===== config.mk =====
export PLATFORM = sky130hd
export DESIGN_NAME = cas_supervisor
export DESIGN_NICKNAME = d
export VERILOG_FILES = /design/src/hdl/cas_pkg.sv /design/src/hdl/cas_supervisor.sv
export SDC_FILE = /design/constraint.sdc
export NUM_CORES = 1
export LEC_CHECK = 0
export BUFFER_PORTS_ARGS = -buffer_cell sky130_fd_sc_hd__buf_4
export CORE_ASPECT_RATIO = 1.25
export CORE_MARGIN = 10
export CORE_UTILIZATION = 31
export CTS_BUF_LIST = sky130_fd_sc_hd__clkbuf_8
export DETAILED_ROUTE_END_ITERATION = 7
export SLEW_MARGIN = 20
export SYNTH_ARGS = -nofsm -noshare
export SYNTH_HDL_FRONTEND = slang
export SYNTH_SLANG_ARGS = --single-unit

===== constraint.sdc =====
create_clock -name mclk -period 4.96 [get_ports mclk]
set_clock_uncertainty 0.1 [all_clocks]
set_input_delay 0.744 -clock mclk [delete_from_list [all_inputs] [get_ports mclk]]
set_output_delay 0.744 -clock mclk [all_outputs]
set_load 0.005 [all_outputs]

===== src/hdl/cas_pkg.sv =====
// Package with constants, register map and carrier types of the card alarm supervisor.
package cas_pkg;
    localparam int CAS_CLK_HZ = 1000000;
    localparam int CAS_STEPS = 1024;
    localparam int CAS_STEP_W = 10;
    localparam int CAS_DEADMAN_CYCLES = 3;
    localparam int CAS_DEADMAN_STEPS = CAS_STEPS * CAS_DEADMAN_CYCLES;
    localparam int CAS_TMR_W = 12;
    localparam int CAS_MON_W = 8;
    localparam int CAS_DO_N = 4;
    localparam int CAS_ADDR_W = 4;
    localparam logic [3:0] CAS_REG_STATUS = 4'h0;
    localparam logic [3:0] CAS_REG_MASK = 4'h1;
    localparam logic [3:0] CAS_REG_CTRL = 4'h2;
    localparam logic [3:0] CAS_REG_STATE = 4'h3;
    localparam logic [3:0] CAS_REG_STEP = 4'h4;
    localparam int CAS_EV_N = 6;
    localparam int CAS_EV_GEN_FAIL = 0;
    localparam int CAS_EV_PULSE_LOST = 1;
    localparam int CAS_EV_SUPPLY = 2;
    localparam int CAS_EV_CFG = 3;
    localparam int CAS_EV_TROUBLE = 4;
    localparam int CAS_EV_ARITH = 5;
    localparam logic [7:0] CAS_MASK_RST = 8'h00;
    localparam logic [7:0] CAS_CTRL_RST = 8'h00;
    localparam int CAS_CTRL_MSV = 0;
    localparam int CAS_CTRL_MON_EN = 1;

    // Health inputs from the card's supervision points.
    typedef struct packed {
        logic supply_ok;
        logic glue_cfg_done;
        logic op_if_cfg_fail;
        logic overcurrent;
        logic adc_cal_fail;
        logic arith_error;
    } cas_health_s;

    // Front-edge and card-edge alarm drives.
    typedef struct packed {
        logic gen_alarm;
        logic red_led;
        logic relay_drive;
        logic trouble;
        logic amber_led;
    } cas_alarm_s;
endpackage


===== src/hdl/cas_supervisor.sv =====
// Alarm and supervision logic: deadman timer, general and trouble alarms, registers.
//
// Function
// - General alarm output held asserted when healthy.
// - Deassert on supply, configuration or pulse loss.
// - Transient arithmetic errors never drop general alarm.
// - Median variant: failure de-energizes relay drive.
// - One monitor pulse at each segment end.
// - Deadman stays up while pulses keep arriving.
// - Pulse stops on clock, code or sequencer failure.
// - Trouble alarm normally deasserted, amber off.
// - Trouble on interface, overcurrent or calibration fault.
// - Trouble alarm drives only local amber indicator.
// - Output indicators follow sinking transistor state.
// - Eight-bit monitor bus active only when enabled.
// - Step counter wraps after 1024 steps.
// - Arithmetic error flags, sequencing continues.
//
// Overview
// The step counter paces the segment and marks its end with a one-cycle pulse.
// That pulse reloads a deadman timer; while the timer is non-zero the pulse path
// is taken as alive.
// The general alarm output is energized only in the healthy state, so a dead card
// or a held reset reads as an alarm at the control room contact; a lost clock leaves it at its last value.
// This fail-safe sense is the reason the drive is active high.
// The trouble alarm is a plain combination of three fault levels and never leaves
// the card; it only lights the amber lamp.
// Arithmetic errors are transient by nature. They are copied to a flag and a status
// bit, but they never reach the general alarm, which would otherwise cause nuisance
// alarms in the control room.
// Every state bit is frozen while the clock enable is low, the deadman included.
// A stalled enable therefore cannot be told apart from a healthy card by this block
// alone; the enable source must be supervised elsewhere.
// Software sees the sticky status, a mask, a control word, the supervisor state and
// the upper step bits over a plain strobe port; reads never stall the master.
// The step register shows only the upper bits, which is enough to see the counter
// move without widening the bus.
// The discrete outputs and their lamps come from the same next value, so a lamp
// can never show a state that its transistor does not have.
`timescale 1ns/1ps
module cas_supervisor
    import cas_pkg::*;
#(
    parameter int STEPS = CAS_STEPS,
    parameter int DEADMAN_STEPS = CAS_DEADMAN_STEPS,
    parameter int DO_N = CAS_DO_N
)
(
    input wire logic mclk,
    input wire logic rst,
    input wire logic clk_en,
    input wire cas_health_s health,
    input wire logic code_valid,
    input wire logic [CAS_MON_W-1:0] mon_node,
    input wire logic [DO_N-1:0] do_cmd,
    input wire logic [DO_N-1:0] output_normally_on,
    input wire logic [CAS_ADDR_W-1:0] reg_addr,
    input wire logic [7:0] reg_wdata,
    input wire logic reg_wr,
    input wire logic reg_rd,
    output cas_alarm_s alarm,
    output logic [DO_N-1:0] do_sink_on,
    output logic [DO_N-1:0] do_led,
    output logic [CAS_MON_W-1:0] mon_bus,
    output logic mon_bus_oe,
    output logic seg_pulse,
    output logic arith_err_flag,
    output logic irq,
    output logic [7:0] reg_rdata
);
    localparam logic [CAS_STEP_W-1:0] STEP_LAST = CAS_STEP_W'(STEPS - 1);
    localparam logic [CAS_TMR_W-1:0] TMR_LOAD = CAS_TMR_W'(DEADMAN_STEPS);
    localparam logic [CAS_TMR_W-1:0] TMR_ZERO = '0;

    typedef enum logic [1:0]
    {
        CAS_ST_STARTUP = 2'b00,
        CAS_ST_HEALTHY = 2'b01,
        CAS_ST_FAILED = 2'b10
    } cas_state_e;

    // Healthy-state test; shared by the three alarm drives, so they disagree only when a clear median-variant bit holds the relay drive off.
    function automatic logic st_is_healthy(input cas_state_e st);
        return st == CAS_ST_HEALTHY;
    endfunction

    // Sink state per channel: a normally-on channel conducts while its command is low,
    // so the polarity input simply inverts the command bit for that channel.
    function automatic logic [DO_N-1:0] sink_map(input logic [DO_N-1:0] cmd,
        input logic [DO_N-1:0] pol);
        return cmd ^ pol;
    endfunction

    cas_state_e state_q;
    cas_state_e state_d;
    logic [CAS_STEP_W-1:0] step_q;
    logic [CAS_TMR_W-1:0] tmr_q;
    logic pulse_q;
    logic pulse_seen_q;
    logic [7:0] status_q;
    logic [7:0] mask_q;
    logic [7:0] ctrl_q;

    // Step counter wraps each segment; its last step marks the segment end.
    wire seg_end = code_valid && (step_q == STEP_LAST);
    wire deadman_ok = (tmr_q != TMR_ZERO);
    // Only permanent failures feed the general alarm; arithmetic error is left out.
    wire healthy = health.supply_ok && health.glue_cfg_done && deadman_ok;
    wire trouble = health.op_if_cfg_fail || health.overcurrent
        || health.adc_cal_fail;
    wire msv = ctrl_q[CAS_CTRL_MSV];
    wire mon_en = ctrl_q[CAS_CTRL_MON_EN];
    // Next-state view of health, so the alarm drives change on the same edge as the state.
    wire healthy_next = st_is_healthy(state_d);
    // Sink pattern for this cycle's commands.
    wire [DO_N-1:0] sink_d = sink_map(do_cmd, output_normally_on);

    // Register decode.
    // Writes to unmapped or read-only offsets fall through and change nothing.
    wire wr_status = reg_wr && (reg_addr == CAS_REG_STATUS);
    wire wr_mask = reg_wr && (reg_addr == CAS_REG_MASK);
    wire wr_ctrl = reg_wr && (reg_addr == CAS_REG_CTRL);

    // Event vector for the sticky status bits.
    // Level events re-set their bit every cycle, so a clear only sticks once the
    // cause has gone away.
    wire [7:0] ev;
    assign ev[CAS_EV_GEN_FAIL] = (state_q == CAS_ST_HEALTHY) && !healthy;
    assign ev[CAS_EV_PULSE_LOST] = pulse_seen_q && !deadman_ok;
    assign ev[CAS_EV_SUPPLY] = !health.supply_ok;
    assign ev[CAS_EV_CFG] = !health.glue_cfg_done;
    assign ev[CAS_EV_TROUBLE] = trouble;
    assign ev[CAS_EV_ARITH] = health.arith_error;
    assign ev[7:CAS_EV_N] = '0;

    // Set wins over a write-one clear in the same cycle.
    wire [7:0] status_d = (status_q & ~(wr_status ? reg_wdata : 8'h00)) | ev;

    // Read mux; unmapped addresses read zero.
    // Reading has no side effect, so software may poll status freely.
    wire [7:0] rd_mux =
        (reg_addr == CAS_REG_STATUS) ? status_q :
        (reg_addr == CAS_REG_MASK) ? mask_q :
        (reg_addr == CAS_REG_CTRL) ? ctrl_q :
        (reg_addr == CAS_REG_STATE) ? {6'h00, state_q} :
        (reg_addr == CAS_REG_STEP) ? step_q[CAS_STEP_W-1:2] :
        8'h00;

    // Startup waits for a first pulse so a fresh card does not alarm as healthy early.
    always_comb
    begin
        state_d = state_q;
        unique case (state_q)
            CAS_ST_STARTUP:
            begin
                if (healthy && pulse_seen_q)
                    state_d = CAS_ST_HEALTHY;
            end
            CAS_ST_HEALTHY:
            begin
                if (!healthy)
                    state_d = CAS_ST_FAILED;
            end
            CAS_ST_FAILED:
            begin
                if (healthy)
                    state_d = CAS_ST_HEALTHY;
            end
            // The unused code can only come from an upset; restart cleanly from it.
            default:
                state_d = CAS_ST_STARTUP;
        endcase
    end

    // Segment step counter; holds when no control codes arrive, so the pulse stops.
    // The wrap comes from the last-step compare, not from overflow, so the count
    // stays right for a segment length that is not a power of two.
    always_ff @(posedge mclk)
    begin
        if (rst)
            step_q <= '0;
        else if (clk_en && code_valid)
            step_q <= seg_end ? '0 : step_q + 1'b1;
    end

    // Deadman timer reloads on each pulse and runs down otherwise.
    // It stops at zero rather than wrapping, so an expired deadman stays expired
    // until a fresh pulse arrives.
    always_ff @(posedge mclk)
    begin
        if (rst)
        begin
            tmr_q <= '0;
            pulse_q <= 1'b0;
            pulse_seen_q <= 1'b0;
        end
        else if (clk_en)
        begin
            pulse_q <= seg_end;
            if (pulse_q)
            begin
                tmr_q <= TMR_LOAD;
                pulse_seen_q <= 1'b1;
            end
            else if (deadman_ok)
                tmr_q <= tmr_q - 1'b1;
        end
    end

    // Supervisor state.
    // Held in reset so the card always comes up in startup and waits for a pulse.
    always_ff @(posedge mclk)
    begin
        if (rst)
            state_q <= CAS_ST_STARTUP;
        else if (clk_en)
            state_q <= state_d;
    end

    // Registers and interrupt.
    // The read data register returns zero when no read is pending, keeping the bus quiet.
    // The interrupt uses the next status so it rises on the same edge as the bit.
    always_ff @(posedge mclk)
    begin
        if (rst)
        begin
            status_q <= '0;
            mask_q <= CAS_MASK_RST;
            ctrl_q <= CAS_CTRL_RST;
            reg_rdata <= '0;
            irq <= 1'b0;
        end
        else if (clk_en)
        begin
            status_q <= status_d;
            if (wr_mask)
                mask_q <= reg_wdata;
            if (wr_ctrl)
                ctrl_q <= reg_wdata;
            reg_rdata <= reg_rd ? rd_mux : 8'h00;
            irq <= |(status_d & mask_q);
        end
    end

    // Alarm drives; the trouble alarm reaches only the local amber lamp.
    always_ff @(posedge mclk)
    begin
        if (rst)
        begin
            alarm <= '0;
            seg_pulse <= 1'b0;
            arith_err_flag <= 1'b0;
        end
        else if (clk_en)
        begin
            alarm.gen_alarm <= healthy_next;
            alarm.red_led <= healthy_next;
            // The relay is energized only in the median variant and only while healthy,
            // so any failure or a fresh power-up lets it fall to the default input.
            alarm.relay_drive <= msv && healthy_next;
            alarm.trouble <= trouble;
            alarm.amber_led <= trouble;
            seg_pulse <= seg_end;
            arith_err_flag <= health.arith_error;
        end
    end

    // Discrete outputs: normally-on channels invert the command; lamps follow the transistor.
    always_ff @(posedge mclk)
    begin
        if (rst)
        begin
            do_sink_on <= '0;
            do_led <= '0;
        end
        else if (clk_en)
        begin
            do_sink_on <= sink_d;
            do_led <= sink_d;
        end
    end

    // Monitor bus drives internal nodes only while enabled, for the factory tester.
    always_ff @(posedge mclk)
    begin
        if (rst)
        begin
            mon_bus <= '0;
            mon_bus_oe <= 1'b0;
        end
        else if (clk_en)
        begin
            mon_bus <= mon_en ? mon_node : '0;
            mon_bus_oe <= mon_en;
        end
    end
endmodule


## After elaboration in Yosys (flattened, before gate mapping)

Cells that the tools add are included.

- Add/sub/neg operators: 2
- Equal/unequal tests: 8
- Multiplexer cells: 15
- Bitwise logic cells: 5
- Reduce and logical (&&, ||, !) cells: 26

Operators by type and width:

| cell | number |
|---|---|
| 2-to-1 mux 8 bit | 8 |
| 2-to-1 mux 12 bit | 2 |
| AND 8 bit | 2 |
| nonzero test 12 bit | 1 |
| subtractor 12 x 1 -> 12 bit (second input constant) | 1 |
| logical AND 1 bit | 11 |
| adder 10 x 1 -> 10 bit (second input constant) | 1 |
| equality test 10 bit (second input constant) | 1 |
| 2-to-1 mux 10 bit | 1 |
| equality test 4 x 2 -> 1 bit (second input constant) | 2 |
| NOT 8 bit | 1 |
| bitwise OR 8 x 6 -> 8 bit | 1 |
| AND reduction 2 bit | 4 |
| OR reduction 8 bit | 1 |
| 2-to-1 mux 2 bit | 3 |
| case mux 2 bit (3 select lines) | 1 |
| equality test 2 x 1 -> 1 bit (second input constant) | 2 |
| equality test 4 x 1 -> 1 bit (second input constant) | 1 |
| equality test 4 x 3 -> 1 bit (second input constant) | 1 |
| zero test 1 bit | 4 |
| zero test 4 bit | 1 |
| XOR 4 bit | 1 |
| equality test 2 bit (second input constant) | 1 |
| zero test 2 bit | 1 |
| 2 further kinds | 3 |

- Bits in registers: 76
- Input bits: 40
- Output and inout port bits: 33
- Logic and storage cells: 73

## Depth between registers and ports, before layout

- Word-level depth: 8
- Gate-level depth with buffers: 8
- Depth with buffers taken out: 7

## Least setup slack after synthesis

Ideal clock, no wire load.

- Kind: input -> register
- From: in reg_addr[1]
- To: reg irq
- Library setup time: 0.136 ns
- Arrival time: 1.950 ns
- Required time: 4.724 ns
- Slack: 2.774 ns
- Stages on the path: 6
- Buffers on the path: 1
- Cell sequence: or4_1 buf_2 nor2_4 a31oi_1 a311oi_1 a311oi_1

- Longest elaborated chain between the ends: 8

RTL lines:

| element | RTL line | text |
|---|---|---|
| from (decl) | cas_supervisor.sv:57 | `input wire logic [CAS_ADDR_W-1:0] reg_addr,` |
| zero test 4 bit | cas_supervisor.sv:120 | `wire wr_status = reg_wr && (reg_addr == CAS_REG_STATUS);` |
| logical AND 1 bit | cas_supervisor.sv:120 |  |
| 2-to-1 mux 8 bit | cas_supervisor.sv:137 | `wire [7:0] status_d = (status_q & ~(wr_status ? reg_wdata : 8'h00)) \| ev;` |
| NOT 8 bit | cas_supervisor.sv:137 |  |
| AND 8 bit | cas_supervisor.sv:137 |  |
| bitwise OR 8 x 6 -> 8 bit | cas_supervisor.sv:137 |  |
| AND 8 bit | cas_supervisor.sv:241 | `irq <= \|(status_d & mask_q);` |
| OR reduction 8 bit | cas_supervisor.sv:241 |  |
| to (signal assigned) | cas_supervisor.sv:241 |  |
| to (decl) | cas_supervisor.sv:68 | `output logic irq,` |

Every way passes these cells.
A chain may end at the register's enable or synchronous reset.

## Final worst setup path

- From: reg tmr_q[0]
- To: reg alarm[2] (netlist bit)

- Longest elaborated chain between the ends: 7
- Elaborated cells on any way between the ends: 9
- Classes of those cells: eq/ne: 1; mux: 4; reduce/logical: 4

RTL lines:

| element | RTL line | text |
|---|---|---|
| from (decl) | cas_supervisor.sv:97 | `logic [CAS_TMR_W-1:0] tmr_q;` |
| from (signal assigned) | cas_supervisor.sv:206 | `tmr_q <= tmr_q - 1'b1;` |
| nonzero test 12 bit * | cas_supervisor.sv:106 | `wire deadman_ok = (tmr_q != TMR_ZERO);` |
| logical AND 1 bit * | cas_supervisor.sv:108 | `wire healthy = health.supply_ok && health.glue_cfg_done && deadman_ok;` |
| logical AND 1 bit | cas_supervisor.sv:156 | `if (healthy && pulse_seen_q)` |
| 2-to-1 mux 2 bit | cas_supervisor.sv:156 |  |
| case mux 2 bit (3 select lines) * | cas_supervisor.sv:153 | `unique case (state_q)` |
| equality test 2 x 1 -> 1 bit * | cas_supervisor.sv:84 | `return st == CAS_ST_HEALTHY;` |
| logical AND 1 bit * | cas_supervisor.sv:260 | `alarm.relay_drive <= msv && healthy_next;` |
| to (decl) | cas_supervisor.sv:61 | `output cas_alarm_s alarm,` |

Every way passes the cells marked *; elsewhere a longest branch is shown, timed or not.

==> metrics.cfg <==
[synthesis]
ys_warn_count=0
ys_seq_area_frac=0.436
synthDistinctLibCells=44
syn_area_per_cell_um2=8.44
synth_fp_nets=456
yosys_most_used_dff=dfxtp_1
synth_seq_cells=76
synthArstFlopShare=0
synthesis.area_um2=3490
synth_edf_count=0
synth_top_area_frac=0.436
syn_inst=414
synthTopCellsByArea=dfxtp_1 (44%), nor2_1 (8.0%), mux2i_1 (6.3%)
synth_top_area_cell=dfxtp_1

[setup_path]
end_kind=flip-flop
critPathMaxStageDelay_ps=520
cp_max_fo=11
slowest_stage=nand4_1
startpoint=tmr_q[0]
worstPathArrival_ps=2500
reg2reg_to=alarm[2]
path_class=flip-flop to flip-flop
r2r-start=tmr_q[0]
ff2ff_path_depth=7
path_cells=inv_1 > ha_1 > nor3b_1 > nand4_1 > nand3_1 > a2bb2oi_1 > nor2_1
required_ps=5080
rrSetupSlack_ps=2580
crit_end=alarm[2]
crit_path_start_kind=flip-flop

[routing]
postRouteAntennaNets=0
wl_per_cell_um=15.6
dr.first_iter.drc_count=195
vias_per_cell=5.10
drt-total-wl_mm=9.53
drc=0
vias=3114
first_pass_iters=4

[placement]
placed_area_um2=4080
hpwl_mm=6.97
gp_congestion=0.802
io_buffer_count=72

[finish]
register_area_um2=1520
fin_area_um2=4290
drive_gt1_frac=0.200
fill_cells=1163
multi_input_area_um2=1790
insertedDiodeCount=0
area_growth_syn_to_layout_pct=22.7
finalNetCount=514

[global_routing]
grt_pass1_vias=3102
grt_antenna_before_repair=0
track_usage=0.119
grt-ovfl-total=0
grt_max_degree=65
grt_pass1_wl_mm=15.7

[timing]
max_freq_ghz=0.420
slew_viol_final=0
min_period_ps=2380
fin_crit_sh=0.480
rsz0062_at_grt=false
relSlewSlack=0.547
setup_violations=0
timing_hold_violations_final=0
setup-tns-final_ps=0
worst_slew_pin_slew_ps=679

[power]
leakage_uw=0.00170
power_density_nw_per_um2=373
ir_worst_vdd_uv=132

[worst_hold_path]
hp-class=flip-flop to flip-flop

[cts]
postCtsSetupBuffers=0
cts_hold_buf=0
cts_buffer_depth=2
path_clk_slew_ps=80
cts.sink_count=76
clockRootBuffer=clkbuf_8
h-tree-depth=3
clock_latency_ps=350
cts_tree=built
cts_buffers=9
cts_resized=0

[floorplanning]
boundaryPins=73
die_y_um=139
die_w_um=115
dieArea_um2=15900
start_util=0.315
core_um2=11100
rows=43

[run_status]
status=complete, no violations

[job]
drv_cap=0

[placed cells by master (no fill, tap or decap), drive strengths merged, types with 3 or more instances in the layout]
cell type | Yosys | routed
nor4b | 6 | 6
xor2 | 8 | 8
a311oi | 4 | 4
dfxtp | 76 | 76
a31oi | 5 | 5
mux2i | 22 | 22
nor2 | 75 | 75
o211ai | 3 | 3
o21ai | 16 | 16
nor3 | 5 | 5
inv | 15 | 15
xnor2 | 14 | 14
nor2b | 11 | 11
clkinv | 1 | 5
nand2b | 3 | 3
a211oi | 5 | 5
clkbuf | 16 | 9
a2bb2oi | 3 | 3
a22oi | 15 | 15
nand3 | 9 | 9
nand2 | 38 | 38
and3 | 3 | 3
nand4 | 5 | 5
a21oi | 19 | 19
buf | 9 | 72
a221oi | 3 | 3
o22ai | 7 | 7
or3 | 4 | 4
nor3b | 3 | 3
[per-layer routing]
metal | global-route usage | share of wire
met5 | 0 | 0
met4 | 0.0601 | 0.024
met3 | 0.0294 | 0.057
met2 | 0.192 | 0.49
met1 | 0.141 | 0.43
[flip-flops by register name (all words and copies together), names as in the netlist, 4 cells and up]
name	count
tmr_q	12
step_q	10
ctrl_q	8
mask_q	8
mon_bus	8
reg_rdata	8
status_q	8
do_led	4
[where the power goes]
| part | switching (µW) | internal [µW] |
|---|---|---|
| logic | 222 | 172 |
| clock network | 227 | 277 |
| registers | 41.7 | 658 |
[worst min-delay path by stage]
stage	start	end	slack, ps	cells past startpoint
detailed placement	reg_rdata[2]	reg_rdata[2]	360	2
floorplan	status_q[6]	status_q[6]	340	2
finish	reg_rdata[2]	reg_rdata[2]	370	2
global route	reg_rdata[2]	reg_rdata[2]	390	2
global placement	status_q[6]	status_q[6]	360	2
CTS	reg_rdata[2]	reg_rdata[2]	370	2
[kinds of logic (layout without fill, tap and decap cells)]
| kind of cell | after synthesis | in the layout | synth area share |
|---|---|---|---|
| xor+xnor | 22 | 22 | 0.0552 |
| buf+inv | 41 | 103 | 0.0516 |
| compound gates | 84 | 84 | 0.157 |
| flops | 76 | 76 | 0.436 |
| mux | 22 | 22 | 0.0631 |
| simple gates | 167 | 167 | 0.230 |
| fa+ha+maj | 2 | 2 | 0.00716 |
[synthesized netlist by cell type (all sizes together) (5+ instances only)]
library cell,number
buf,9
nand4,5
xnor2,14
xor2,8
o21ai,16
nor3,5
nor2b,11
mux2i,22
o22ai,7
nor4b,6
dfxtp,76
inv,15
nand2,38
nor2,75
nand3,9
a21oi,19
a211oi,5
clkbuf,16
a31oi,5
a22oi,15
[per-stage QoR]
step	cells	total power [µW]	hold slack [ps]	util	setup slack [ps]
after floorplan	414	1010	339	-	2770
after global placement	596	1100	356	0.368	2440
after detailed placement	596	1110	361	0.368	2390
after CTS	611	1620	372	0.387	2530
after global routing	611	1700	394	0.387	2240
final	611	1600	366	0.387	2580
[critical path, delay by kind of cell, from the launching register on]
kind / cells / cell delay, ps
buf+inv: 1 / 80
compound gates: 1 / 180
simple gates: 4 / 1390
flops: 1 / 320
fa+ha+maj: 1 / 180
[cell type report]
type | instances | share of cell area
well taps | 135 | 0.0394
repair buffers | 72 | 0.126
clock buffers | 9 | 0.0289
multi-input cells | 297 | 0.418
inverters | 16 | 0.0140
clock inverters | 6 | 0.0187
flip-flops and latches | 76 | 0.355
Power figures use the tool's default switching activity.
